$ cat config.mk
export PLATFORM = sky130hd
export DESIGN_NAME = csw_top
export DESIGN_NICKNAME = d
export VERILOG_FILES = /design/src/logic/csw_pkg.sv /design/src/logic/csw_top.sv
export SDC_FILE = /design/constraint.sdc
export NUM_CORES = 1
export LEC_CHECK = 0
export ABC_AREA = 1
export BUFFER_PORTS_ARGS = -buffer_cell sky130_fd_sc_hd__buf_2
export CORE_MARGIN = 5
export CORE_UTILIZATION = 35
export CTS_BUF_LIST = sky130_fd_sc_hd__clkbuf_16
export DETAILED_ROUTE_END_ITERATION = 7
export PLACE_DENSITY_LB_ADDON = 0.12
export RECOVER_POWER = 50
export SYNTH_ARGS = -nofsm -noshare
export SYNTH_HDL_FRONTEND = slang
export SYNTH_SLANG_ARGS = --single-unit
$ cat constraint.sdc
create_clock -name i_core_clk -period 10.12 [get_ports i_core_clk]
set_input_delay 2.024 -clock i_core_clk [delete_from_list [all_inputs] [get_ports i_core_clk]]
set_output_delay 2.024 -clock i_core_clk [all_outputs]
set_load 0.005 [all_outputs]
$ cat src/logic/csw_pkg.sv
// constants and types for the charge safety and host watchdog block
package csw_pkg;
  localparam int unsigned CLK_HZ          = 100_000_000;
  // prescaler: one tick every 1 us
  localparam int unsigned TICK_NS         = 1000;
  localparam int unsigned TICK_CYC        = (TICK_NS * (CLK_HZ / 1_000_000)) / 1000;
  localparam int unsigned PULSE_US        = 128;
  localparam int unsigned PULSE_TICKS     = PULSE_US * 1000 / TICK_NS;
  localparam int unsigned WDOG_S          = 50;
  localparam int unsigned WDOG_TICKS      = WDOG_S * 1_000_000;
  // one safety-timer step per unit of the duration field: 1 hour
  localparam int unsigned HOUR_S          = 3600;
  localparam int unsigned SAFE_UNIT_TICKS = HOUR_S * 1_000_000;
  localparam int unsigned PRECHG_DIV      = 10;
  // input limit code: 50 mA per step, code 0 = 50 mA, code 7 = 400 mA
  localparam int unsigned INPUT_LIMIT_RESISTOR_PIN_STEP_MA    = 50;
  localparam logic [2:0]  INPUT_LIMIT_RESISTOR_PIN_DEF        = 3'h1;
  localparam logic [7:0]  ICHG_DEF        = 8'h0a;
  localparam logic [1:0]  DUR_DEF         = 2'h1;
  localparam logic        DTE_DEF         = 1'b0;
  localparam logic        CEN_N_DEF       = 1'b1;

  typedef enum logic [1:0] {
    CSW_IDLE  = 2'b00,
    CSW_PRE   = 2'b01,
    CSW_FAST  = 2'b10,
    CSW_FAULT = 2'b11
  } csw_state_e;
endpackage

$ cat src/logic/csw_top.sv
// charge safety timer, host watchdog and current-setting source selection
`timescale 1ns/1ps
module csw_top #(
  parameter int unsigned WDOG_TICKS_P = csw_pkg::WDOG_TICKS,
  parameter int unsigned SAFE_UNIT_P  = csw_pkg::SAFE_UNIT_TICKS
) (
  input  wire logic       i_core_clk,
  input  wire logic       i_rst_n,
  input  wire logic       i_host_txn,
  input  wire logic       i_host_wr,
  input  wire logic [2:0] i_wr_input_limit_resistor_pin_code,
  input  wire logic [7:0] i_wr_ichg_code,
  input  wire logic [1:0] i_wr_duration,
  input  wire logic       i_wr_double_time,
  input  wire logic       i_wr_charge_en_n,
  input  wire logic       i_wr_pb_fields,
  input  wire logic [3:0] i_wr_pb_value,
  input  wire logic       i_input_limit_resistor_pin_gnd,
  input  wire logic [2:0] i_input_limit_resistor_code,
  input  wire logic       i_charge_current_resistor_pin_gnd,
  input  wire logic [7:0] i_charge_current_resistor_code,
  input  wire logic       i_charge_disable_pin,
  input  wire logic       i_vin_valid,
  input  wire logic       i_hiz_mode,
  input  wire logic       i_terminated,
  input  wire logic       i_loop_cc_cv,
  input  wire logic       i_batt_low,
  output logic [2:0]      o_input_limit_resistor_pin_code,
  output logic            o_input_limit_resistor_pin_external,
  output logic [7:0]      o_ichg_code,
  output logic            o_ichg_external,
  output logic            o_charging,
  output logic [1:0]      o_state,
  output logic            o_fault,
  output logic            o_int_pulse,
  output logic            o_host_mode,
  output logic            o_wdog_expired,
  output logic [3:0]      o_pb_fields
);

  logic [9:0]       tick_cnt_r;
  logic             tick_r;
  logic             half_r;
  logic             host_mode_r;
  logic [2:0]       input_limit_resistor_pin_reg_r;
  logic [7:0]       ichg_reg_r;
  logic [1:0]       dur_r;
  logic             dte_r;
  logic             cen_n_r;
  logic [3:0]       pb_r;
  logic             wd_run_r;
  logic [31:0]      wd_cnt_r;
  logic             wd_exp_r;
  csw_pkg::csw_state_e state_r;
  logic [35:0]      safe_cnt_r;
  logic [35:0]      safe_lim;
  logic             ok_prev_r;
  logic [7:0]       pulse_cnt_r;
  logic             fault_r;
  logic [2:0]       input_limit_resistor_pin_out_r;
  logic [7:0]       ichg_out_r;
  logic             step;
  logic             dur_change;
  logic             charge_ok;

  // 1 us prescaler
  always_ff @(posedge i_core_clk or negedge i_rst_n) begin
    if (!i_rst_n) begin
      tick_cnt_r <= 10'h000;
      tick_r     <= 1'b0;
    end else if (tick_cnt_r == 10'(csw_pkg::TICK_CYC - 1)) begin
      tick_cnt_r <= 10'h000;
      tick_r     <= 1'b1;
    end else begin
      tick_cnt_r <= tick_cnt_r + 10'h001;
      tick_r     <= 1'b0;
    end
  end

  // host mode entry on any write, cleared by watchdog expiry
  always_ff @(posedge i_core_clk or negedge i_rst_n) begin
    if (!i_rst_n) begin
      host_mode_r <= 1'b0;
    end else if (i_host_txn && i_host_wr) begin
      host_mode_r <= 1'b1;
    end else if (wd_exp_r) begin
      host_mode_r <= 1'b0;
    end
  end

  // register image; expiry restores defaults, a write in the expiry cycle wins like host mode
  always_ff @(posedge i_core_clk or negedge i_rst_n) begin
    if (!i_rst_n) begin
      input_limit_resistor_pin_reg_r <= csw_pkg::INPUT_LIMIT_RESISTOR_PIN_DEF;
      ichg_reg_r <= csw_pkg::ICHG_DEF;
      dur_r      <= csw_pkg::DUR_DEF;
      dte_r      <= csw_pkg::DTE_DEF;
      cen_n_r    <= csw_pkg::CEN_N_DEF;
    end else if (i_host_txn && i_host_wr) begin
      input_limit_resistor_pin_reg_r <= i_wr_input_limit_resistor_pin_code;
      ichg_reg_r <= i_wr_ichg_code;
      dur_r      <= i_wr_duration;
      dte_r      <= i_wr_double_time;
      cen_n_r    <= i_wr_charge_en_n;
    end else if (wd_exp_r) begin
      input_limit_resistor_pin_reg_r <= csw_pkg::INPUT_LIMIT_RESISTOR_PIN_DEF;
      ichg_reg_r <= csw_pkg::ICHG_DEF;
      dur_r      <= csw_pkg::DUR_DEF;
      dte_r      <= csw_pkg::DTE_DEF;
      cen_n_r    <= csw_pkg::CEN_N_DEF;
    end
  end

  // pushbutton fields survive watchdog expiry
  always_ff @(posedge i_core_clk or negedge i_rst_n) begin
    if (!i_rst_n) begin
      pb_r <= 4'h0;
    end else if (i_host_txn && i_host_wr && i_wr_pb_fields) begin
      pb_r <= i_wr_pb_value;
    end
  end

  // current setting source
  always_ff @(posedge i_core_clk or negedge i_rst_n) begin
    if (!i_rst_n) begin
      input_limit_resistor_pin_out_r      <= csw_pkg::INPUT_LIMIT_RESISTOR_PIN_DEF;
      o_input_limit_resistor_pin_external <= 1'b0;
      ichg_out_r      <= csw_pkg::ICHG_DEF;
      o_ichg_external <= 1'b0;
    end else begin
      if (host_mode_r || i_input_limit_resistor_pin_gnd) begin
        input_limit_resistor_pin_out_r      <= input_limit_resistor_pin_reg_r;
        o_input_limit_resistor_pin_external <= 1'b0;
      end else begin
        input_limit_resistor_pin_out_r      <= i_input_limit_resistor_code;
        o_input_limit_resistor_pin_external <= 1'b1;
      end
      if (host_mode_r || i_charge_current_resistor_pin_gnd) begin
        ichg_out_r      <= ichg_reg_r;
        o_ichg_external <= 1'b0;
      end else begin
        ichg_out_r      <= i_charge_current_resistor_code;
        o_ichg_external <= 1'b1;
      end
    end
  end

  // watchdog: armed by a transaction, cleared by high impedance mode
  always_ff @(posedge i_core_clk or negedge i_rst_n) begin
    if (!i_rst_n) begin
      wd_run_r <= 1'b0;
      wd_cnt_r <= 32'h0;
      wd_exp_r <= 1'b0;
    end else begin
      wd_exp_r <= 1'b0;
      if (i_hiz_mode) begin
        wd_run_r <= 1'b0;
        wd_cnt_r <= 32'h0;
      end else if (i_host_txn) begin
        wd_run_r <= 1'b1;
        wd_cnt_r <= 32'h0;
      end else if (wd_run_r && tick_r) begin
        if (wd_cnt_r == 32'(WDOG_TICKS_P - 1)) begin
          wd_exp_r <= 1'b1;
          wd_run_r <= 1'b0;
          wd_cnt_r <= 32'h0;
        end else begin
          wd_cnt_r <= wd_cnt_r + 32'h1;
        end
      end
    end
  end

  // safety timer
  assign charge_ok  = i_vin_valid && !i_charge_disable_pin && !cen_n_r;
  assign dur_change = i_host_txn && i_host_wr && (i_wr_duration != dur_r);
  // half-rate steps when another loop dominates
  assign step       = tick_r && (!dte_r || i_loop_cc_cv || half_r);
  // max time = (field+1) units; precharge a tenth of it
  assign safe_lim   = (state_r == csw_pkg::CSW_PRE) ?
                      36'((36'(dur_r) + 36'h1) * 36'(SAFE_UNIT_P) / 36'(csw_pkg::PRECHG_DIV)) :
                      36'((36'(dur_r) + 36'h1) * 36'(SAFE_UNIT_P));

  always_ff @(posedge i_core_clk or negedge i_rst_n) begin
    if (!i_rst_n) begin
      half_r <= 1'b0;
    end else if (tick_r) begin
      half_r <= !half_r;
    end
  end

  always_ff @(posedge i_core_clk or negedge i_rst_n) begin
    if (!i_rst_n) begin
      ok_prev_r <= 1'b0;
    end else begin
      ok_prev_r <= i_vin_valid && !i_charge_disable_pin;
    end
  end

  always_ff @(posedge i_core_clk or negedge i_rst_n) begin
    if (!i_rst_n) begin
      state_r    <= csw_pkg::CSW_IDLE;
      safe_cnt_r <= 36'h0;
      fault_r    <= 1'b0;
    end else begin
      case (state_r)
        csw_pkg::CSW_IDLE: begin
          safe_cnt_r <= 36'h0;
          if (charge_ok) begin
            state_r <= i_batt_low ? csw_pkg::CSW_PRE : csw_pkg::CSW_FAST;
          end
        end
        csw_pkg::CSW_PRE, csw_pkg::CSW_FAST: begin
          if (!charge_ok || i_terminated) begin
            state_r    <= csw_pkg::CSW_IDLE;
            safe_cnt_r <= 36'h0;
          end else if (dur_change) begin
            safe_cnt_r <= 36'h0;
          end else if (step) begin
            if (safe_cnt_r >= safe_lim - 36'h1) begin
              state_r    <= csw_pkg::CSW_FAULT;
              fault_r    <= 1'b1;
              safe_cnt_r <= 36'h0;
            end else begin
              safe_cnt_r <= safe_cnt_r + 36'h1;
              // expiry outranks the move to fast charge
              if (state_r == csw_pkg::CSW_PRE && !i_batt_low) begin
                state_r <= csw_pkg::CSW_FAST;
              end
            end
          end
        end
        csw_pkg::CSW_FAULT: begin
          // toggle of disable pin or power clears the latch
          if (!(i_vin_valid && !i_charge_disable_pin) && ok_prev_r) begin
            state_r <= csw_pkg::CSW_IDLE;
            fault_r <= 1'b0;
          end
        end
        default: begin
          state_r <= csw_pkg::CSW_IDLE;
        end
      endcase
    end
  end

  // single 128 us interrupt pulse on fault entry
  always_ff @(posedge i_core_clk or negedge i_rst_n) begin
    if (!i_rst_n) begin
      pulse_cnt_r <= 8'h0;
      o_int_pulse <= 1'b0;
    end else if ((state_r == csw_pkg::CSW_PRE || state_r == csw_pkg::CSW_FAST) && step
                 && safe_cnt_r >= safe_lim - 36'h1 && charge_ok && !i_terminated && !dur_change) begin
      pulse_cnt_r <= 8'(csw_pkg::PULSE_TICKS);
      o_int_pulse <= 1'b1;
    end else if (pulse_cnt_r != 8'h0) begin
      if (tick_r) begin
        pulse_cnt_r <= pulse_cnt_r - 8'h1;
        o_int_pulse <= (pulse_cnt_r != 8'h1);
      end
    end else begin
      o_int_pulse <= 1'b0;
    end
  end

  always_ff @(posedge i_core_clk or negedge i_rst_n) begin
    if (!i_rst_n) begin
      o_charging     <= 1'b0;
      o_state        <= csw_pkg::CSW_IDLE;
      o_fault        <= 1'b0;
      o_host_mode    <= 1'b0;
      o_wdog_expired <= 1'b0;
      o_pb_fields    <= 4'h0;
    end else begin
      o_charging     <= (state_r == csw_pkg::CSW_PRE) || (state_r == csw_pkg::CSW_FAST);
      o_state        <= state_r;
      o_fault        <= fault_r;
      o_host_mode    <= host_mode_r;
      o_wdog_expired <= wd_exp_r;
      o_pb_fields    <= pb_r;
    end
  end

  assign o_input_limit_resistor_pin_code = input_limit_resistor_pin_out_r;
  assign o_ichg_code = ichg_out_r;

  // assertions
  property p_input_limit_resistor_pin_src;
    @(posedge i_core_clk) disable iff (!i_rst_n)
      (host_mode_r || i_input_limit_resistor_pin_gnd) |=> (input_limit_resistor_pin_out_r == $past(input_limit_resistor_pin_reg_r));
  endproperty
  a_input_limit_resistor_pin_src: assert property (p_input_limit_resistor_pin_src) else $error("input limit source wrong");

  property p_ichg_src;
    @(posedge i_core_clk) disable iff (!i_rst_n)
      (!host_mode_r && i_charge_current_resistor_pin_gnd) |=> !o_ichg_external;
  endproperty
  a_ichg_src: assert property (p_ichg_src) else $error("charge current source wrong");

  property p_start;
    @(posedge i_core_clk) disable iff (!i_rst_n)
      (state_r == csw_pkg::CSW_IDLE && charge_ok) |=> (state_r != csw_pkg::CSW_IDLE && safe_cnt_r == 36'h0);
  endproperty
  a_start: assert property (p_start) else $error("charge did not start");

  property p_fault_stop;
    @(posedge i_core_clk) disable iff (!i_rst_n)
      $rose(fault_r) |=> !o_charging;
  endproperty
  a_fault_stop: assert property (p_fault_stop) else $error("charging after fault");

  property p_int;
    @(posedge i_core_clk) disable iff (!i_rst_n)
      $rose(fault_r) |-> o_int_pulse;
  endproperty
  a_int: assert property (p_int) else $error("no interrupt on fault");

  property p_latch;
    @(posedge i_core_clk) disable iff (!i_rst_n)
      (fault_r && i_vin_valid && !i_charge_disable_pin) |=> fault_r;
  endproperty
  a_latch: assert property (p_latch) else $error("fault cleared without toggle");

  property p_wd_hiz;
    @(posedge i_core_clk) disable iff (!i_rst_n)
      i_hiz_mode |=> !wd_run_r;
  endproperty
  a_wd_hiz: assert property (p_wd_hiz) else $error("watchdog ran in hiz");

  property p_wd_restart;
    @(posedge i_core_clk) disable iff (!i_rst_n)
      (i_host_txn && !i_hiz_mode) |=> (wd_run_r && wd_cnt_r == 32'h0);
  endproperty
  a_wd_restart: assert property (p_wd_restart) else $error("watchdog not restarted");

  property p_defaults;
    @(posedge i_core_clk) disable iff (!i_rst_n)
      (wd_exp_r && !(i_host_txn && i_host_wr)) |=>
        (input_limit_resistor_pin_reg_r == csw_pkg::INPUT_LIMIT_RESISTOR_PIN_DEF && cen_n_r == csw_pkg::CEN_N_DEF && pb_r == $past(pb_r));
  endproperty
  a_defaults: assert property (p_defaults) else $error("defaults not restored");

  c_fault: cover property (@(posedge i_core_clk) disable iff (!i_rst_n) $rose(fault_r));
  c_wd_exp: cover property (@(posedge i_core_clk) disable iff (!i_rst_n) wd_exp_r);
  c_term: cover property (@(posedge i_core_clk) disable iff (!i_rst_n) state_r == csw_pkg::CSW_FAST && i_terminated);

endmodule // csw_top

==> impl_metrics.py <==
metrics = {
    "clock_network": {
        "hold_buffers": 0,
        "insertion_delay_ns": 0.42,
        "cts_buffers": 17,
        "cts_tree": "yes",
        "clk_pin_slew_ns": 0.06,
        "root_buffer": "clkbuf_16",
        "cts.htree.levels": 4,
        "clkSinkCount": 138,
        "cts_buffer_depth": 2,
    },
    "yosys": {
        "syn_nets": 1587,
        "synth_flop_cell": "dfrtp_1",
        "ys_ff_latch": 138,
        "synth_top_area_share": 0.3127,
        "synth-async-reset-ratio": 1.000,
        "yosys-top-cells-area": "dfrtp_1 (31%), nand2_1 (13%), ha_1 (8.2%), inv_1 (7.6%), nor2_1 (5.9%)",
        "yosys.cell_types.count": 53,
        "yosysSeqAreaShare": 0.3329,
        "syn_area_mm2": 0.01040,
        "synthCells": 1476,
        "syn_area_per_cell_um2": 7.048,
        "ys_warn_count": 0,
        "synth-edff-count": 0,
        "synth_area_leader_cell": "dfrtp_1",
    },
    "floorplan": {
        "die_x_um": 182.4,
        "num_io_pins": 67,
        "initial_core_util": 0.3529,
        "die_area_mm2": 0.03327,
        "placementRows": 63,
        "die_y_um": 182.4,
        "coreArea_mm2": 0.02948,
    },
    "detailed_routing": {
        "drtPass1Iterations": 5,
        "num_vias": 9605,
        "ant_nets": 0,
        "wire_per_inst_um": 14.43,
        "drc": 0,
        "vias_per_cell": 4.928,
        "wl_um": 28130,
        "drt_iter0_markers": 461,
    },
    "timing": {
        "whs_ns": 0.3666,
        "fmaxAchievable_mhz": 109.7,
        "setup_viol": 0,
        "relSlewSlack": -1.916,
        "period_share": 0.9007,
        "drv_slew": 80,
        "setup_tns_ns": 0,
        "worst_pin_slew_ns": 4.374,
        "post-route-min-period_ns": 9.115,
        "worst_slack_ns": 1.005,
        "skew_ns": 0.008274,
        "hold_viol": 0,
    },
    "status": {
        "violations": "capacitance limit, slew limit",
        "status": "finished with violations",
    },
    "grt": {
        "grt_max_degree": 80,
        "grt_overflow_total": 0,
        "grt_antenna_before_repair": 0,
        "grt_pass1_vias": 9611,
        "grt_pass1_wl_um": 47470,
        "grt_use_total": 0.1723,
    },
    "setup_path": {
        "cpMaxStageDelayCell": "dfstp_4",
        "start_kind": "flip-flop",
        "crit_path_frequent_cell": "nand2_1",
        "crit_end": "safe_cnt_r[19]",
        "arrival_ns": 9.44,
        "critPathKind": "reg -> reg",
        "cp_max_fo": 14,
        "critPathCaptureType": "flip-flop",
        "worst-r2r-setup-slack_ns": 1.00,
        "rr_worst_depth": 65,
        "max_stage_delay_ns": 0.69,
        "worstPathRequired_ns": 10.44,
        "timing.rr.end": "safe_cnt_r[19]",
        "cp-startpoint": "dur_r[0]",
        "rr_startpoint": "dur_r[0]",
    },
    "cells_and_area": {
        "final_cell_mix": "nand2_1 (356), inv_1 (211), nor2_1 (162), dfrtp_1 (129), nand3_1 (92)",
        "final_cells": 1949,
        "n_antenna_cell": 0,
        "drive_gt1_frac": 0.1065,
        "final_common_cell": "nand2_1",
        "nFillCells": 3161,
        "syn_to_final_growth_pct": 13.21,
        "final_nets": 1657,
    },
    "power": {
        "pwr-share-clk": 0.268,
        "peakVddDrop_mv": 0.07282,
        "internal_power_mw": 1.299,
        "swShare": 0.4360,
        "p_seq_frac": 0.266,
        "power_leakage_nw": 5.695,
        "switching_power_mw": 1.004,
        "p_comb_frac": 0.466,
        "cellPowerDensity_mw_per_mm2": 195.6,
    },
    "placed_design": {
        "place_congestion": 0.8868,
        "hpwl_um": 21600,
        "placed_cells": 1912,
        "pre_cts_slack_ns": 0.5407,
        "portBuffers": 66,
    },
    "flow_run": {
        "max_cap_viol_count": 1,
    },
    "worst_hold_path": {
        "hold_path.class": "reg -> reg",
    },
}
final cells by class:
type | count | area [µm²] | area share
Tap cell | 390 | 488.0 | 0.04144
Clock buffer | 17 | 425.4 | 0.03612
Clock inverter | 15 | 151.4 | 0.01286
Multi-Input combinational cell | 1085 | 6003 | 0.5098
Sequential cell | 138 | 3468 | 0.2945
Timing Repair Buffer | 77 | 387.9 | 0.03294
Inverter | 227 | 852.1 | 0.07235
state kept, by name, summed over array words and instances, names as in the netlist, 2 cells and up:
name,flops
dur_r,2
ichg_reg_r,8
input_limit_resistor_pin_reg_r,3
o_ichg_code,8
o_input_limit_resistor_pin_code,3
o_pb_fields,4
o_state,2
pb_r,4
pulse_cnt_r,8
safe_cnt_r,36
state_r,2
tick_cnt_r,10
wd_cnt_r,32
Yosys cell counts, types with 6 or more instances:
master / count
nand2_1: 357
inv_1: 210
nor2_1: 163
dfrtp_1: 130
nand3_1: 93
o21ai_0: 75
ha_1: 68
a21oi_1: 55
xor2_1: 51
nand4_1: 37
nor3_1: 32
o22ai_1: 23
clkbuf_1: 18
inv_2: 14
nor4_1: 14
xnor2_1: 11
nand2_2: 10
dfstp_2: 8
a211oi_1: 7
nand2_4: 7
nor2_2: 6
nor2_4: 6
o31ai_1: 6
cell families (layout without fill, tap and decap cells):
logic type               Yosys count  after routing  synth area share
flip-flops                       138            138            0.3329
adder cells (fa/ha/maj)           68             68           0.08179
AO/OA/AOI/OAI                    200            200            0.1116
AND/OR/NAND/NOR                  749            750            0.3227
buffers and inverters            254            336           0.09406
other                              1              1         0.0003605
multiplexers                       4              4          0.004330
XOR/XNOR                          62             62           0.05220
worst min path at each step:
stage / slack [ns] / depth (start not counted) / from / to
2_1_floorplan: 0.35 / 0 / pb_r[0] / o_pb_fields[0]
3_3_place_gp: 0.35 / 0 / pb_r[2] / o_pb_fields[2]
3_5_place_dp: 0.36 / 0 / pb_r[1] / o_pb_fields[1]
4_1_cts: 0.37 / 0 / pb_r[1] / o_pb_fields[1]
5_1_grt: 0.38 / 0 / pb_r[3] / o_pb_fields[3]
6_report: 0.37 / 0 / pb_r[3] / o_pb_fields[3]
per-stage QoR:
stage | cell area [µm²] | power (mW) | utilization
after CTS | 11730 | 2.319 | 0.3979
after global routing | 11780 | 2.524 | 0.3995
after global placement | 11150 | 1.694 | 0.3783
after floorplan | 10400 | 1.413 | -
after detailed placement | 11150 | 1.687 | 0.3783
final | 11780 | 2.304 | 0.3995
per-layer routing:
layer  global-route usage  vias up  wire [µm]
li1                     -     4958          -
met1               0.2283     4474      13350
met2               0.2918      131      13390
met3              0.02511       42        771
met4              0.05284        0        620
met5                    0        -          0
worst max-delay path, delay by kind of cell, from the launching register on:
kind | cells | cell delay (ns)
AND/OR/NAND/NOR | 46 | 4.99
adder cells (fa/ha/maj) | 5 | 1.49
AO/OA/AOI/OAI | 9 | 1.24
flip-flops | 1 | 0.69
buffers and inverters | 5 | 0.59
timing repair:
item / CTS / global route
endpoints found under the setup margin: 0 / 48
buffers inserted: 0 / 4
resized for setup: 0 / 11
power groups by stage:
stage / clock network (mW) / registers, mW / logic, mW
after floorplan: 0 / 0.619 / 0.794
after global placement: 0 / 0.624 / 1.07
after detailed placement: 0 / 0.624 / 1.06
after CTS: 0.637 / 0.614 / 1.07
after global routing: 0.660 / 0.617 / 1.25
final: 0.617 / 0.613 / 1.07
(Power assumes the default switching activity.)
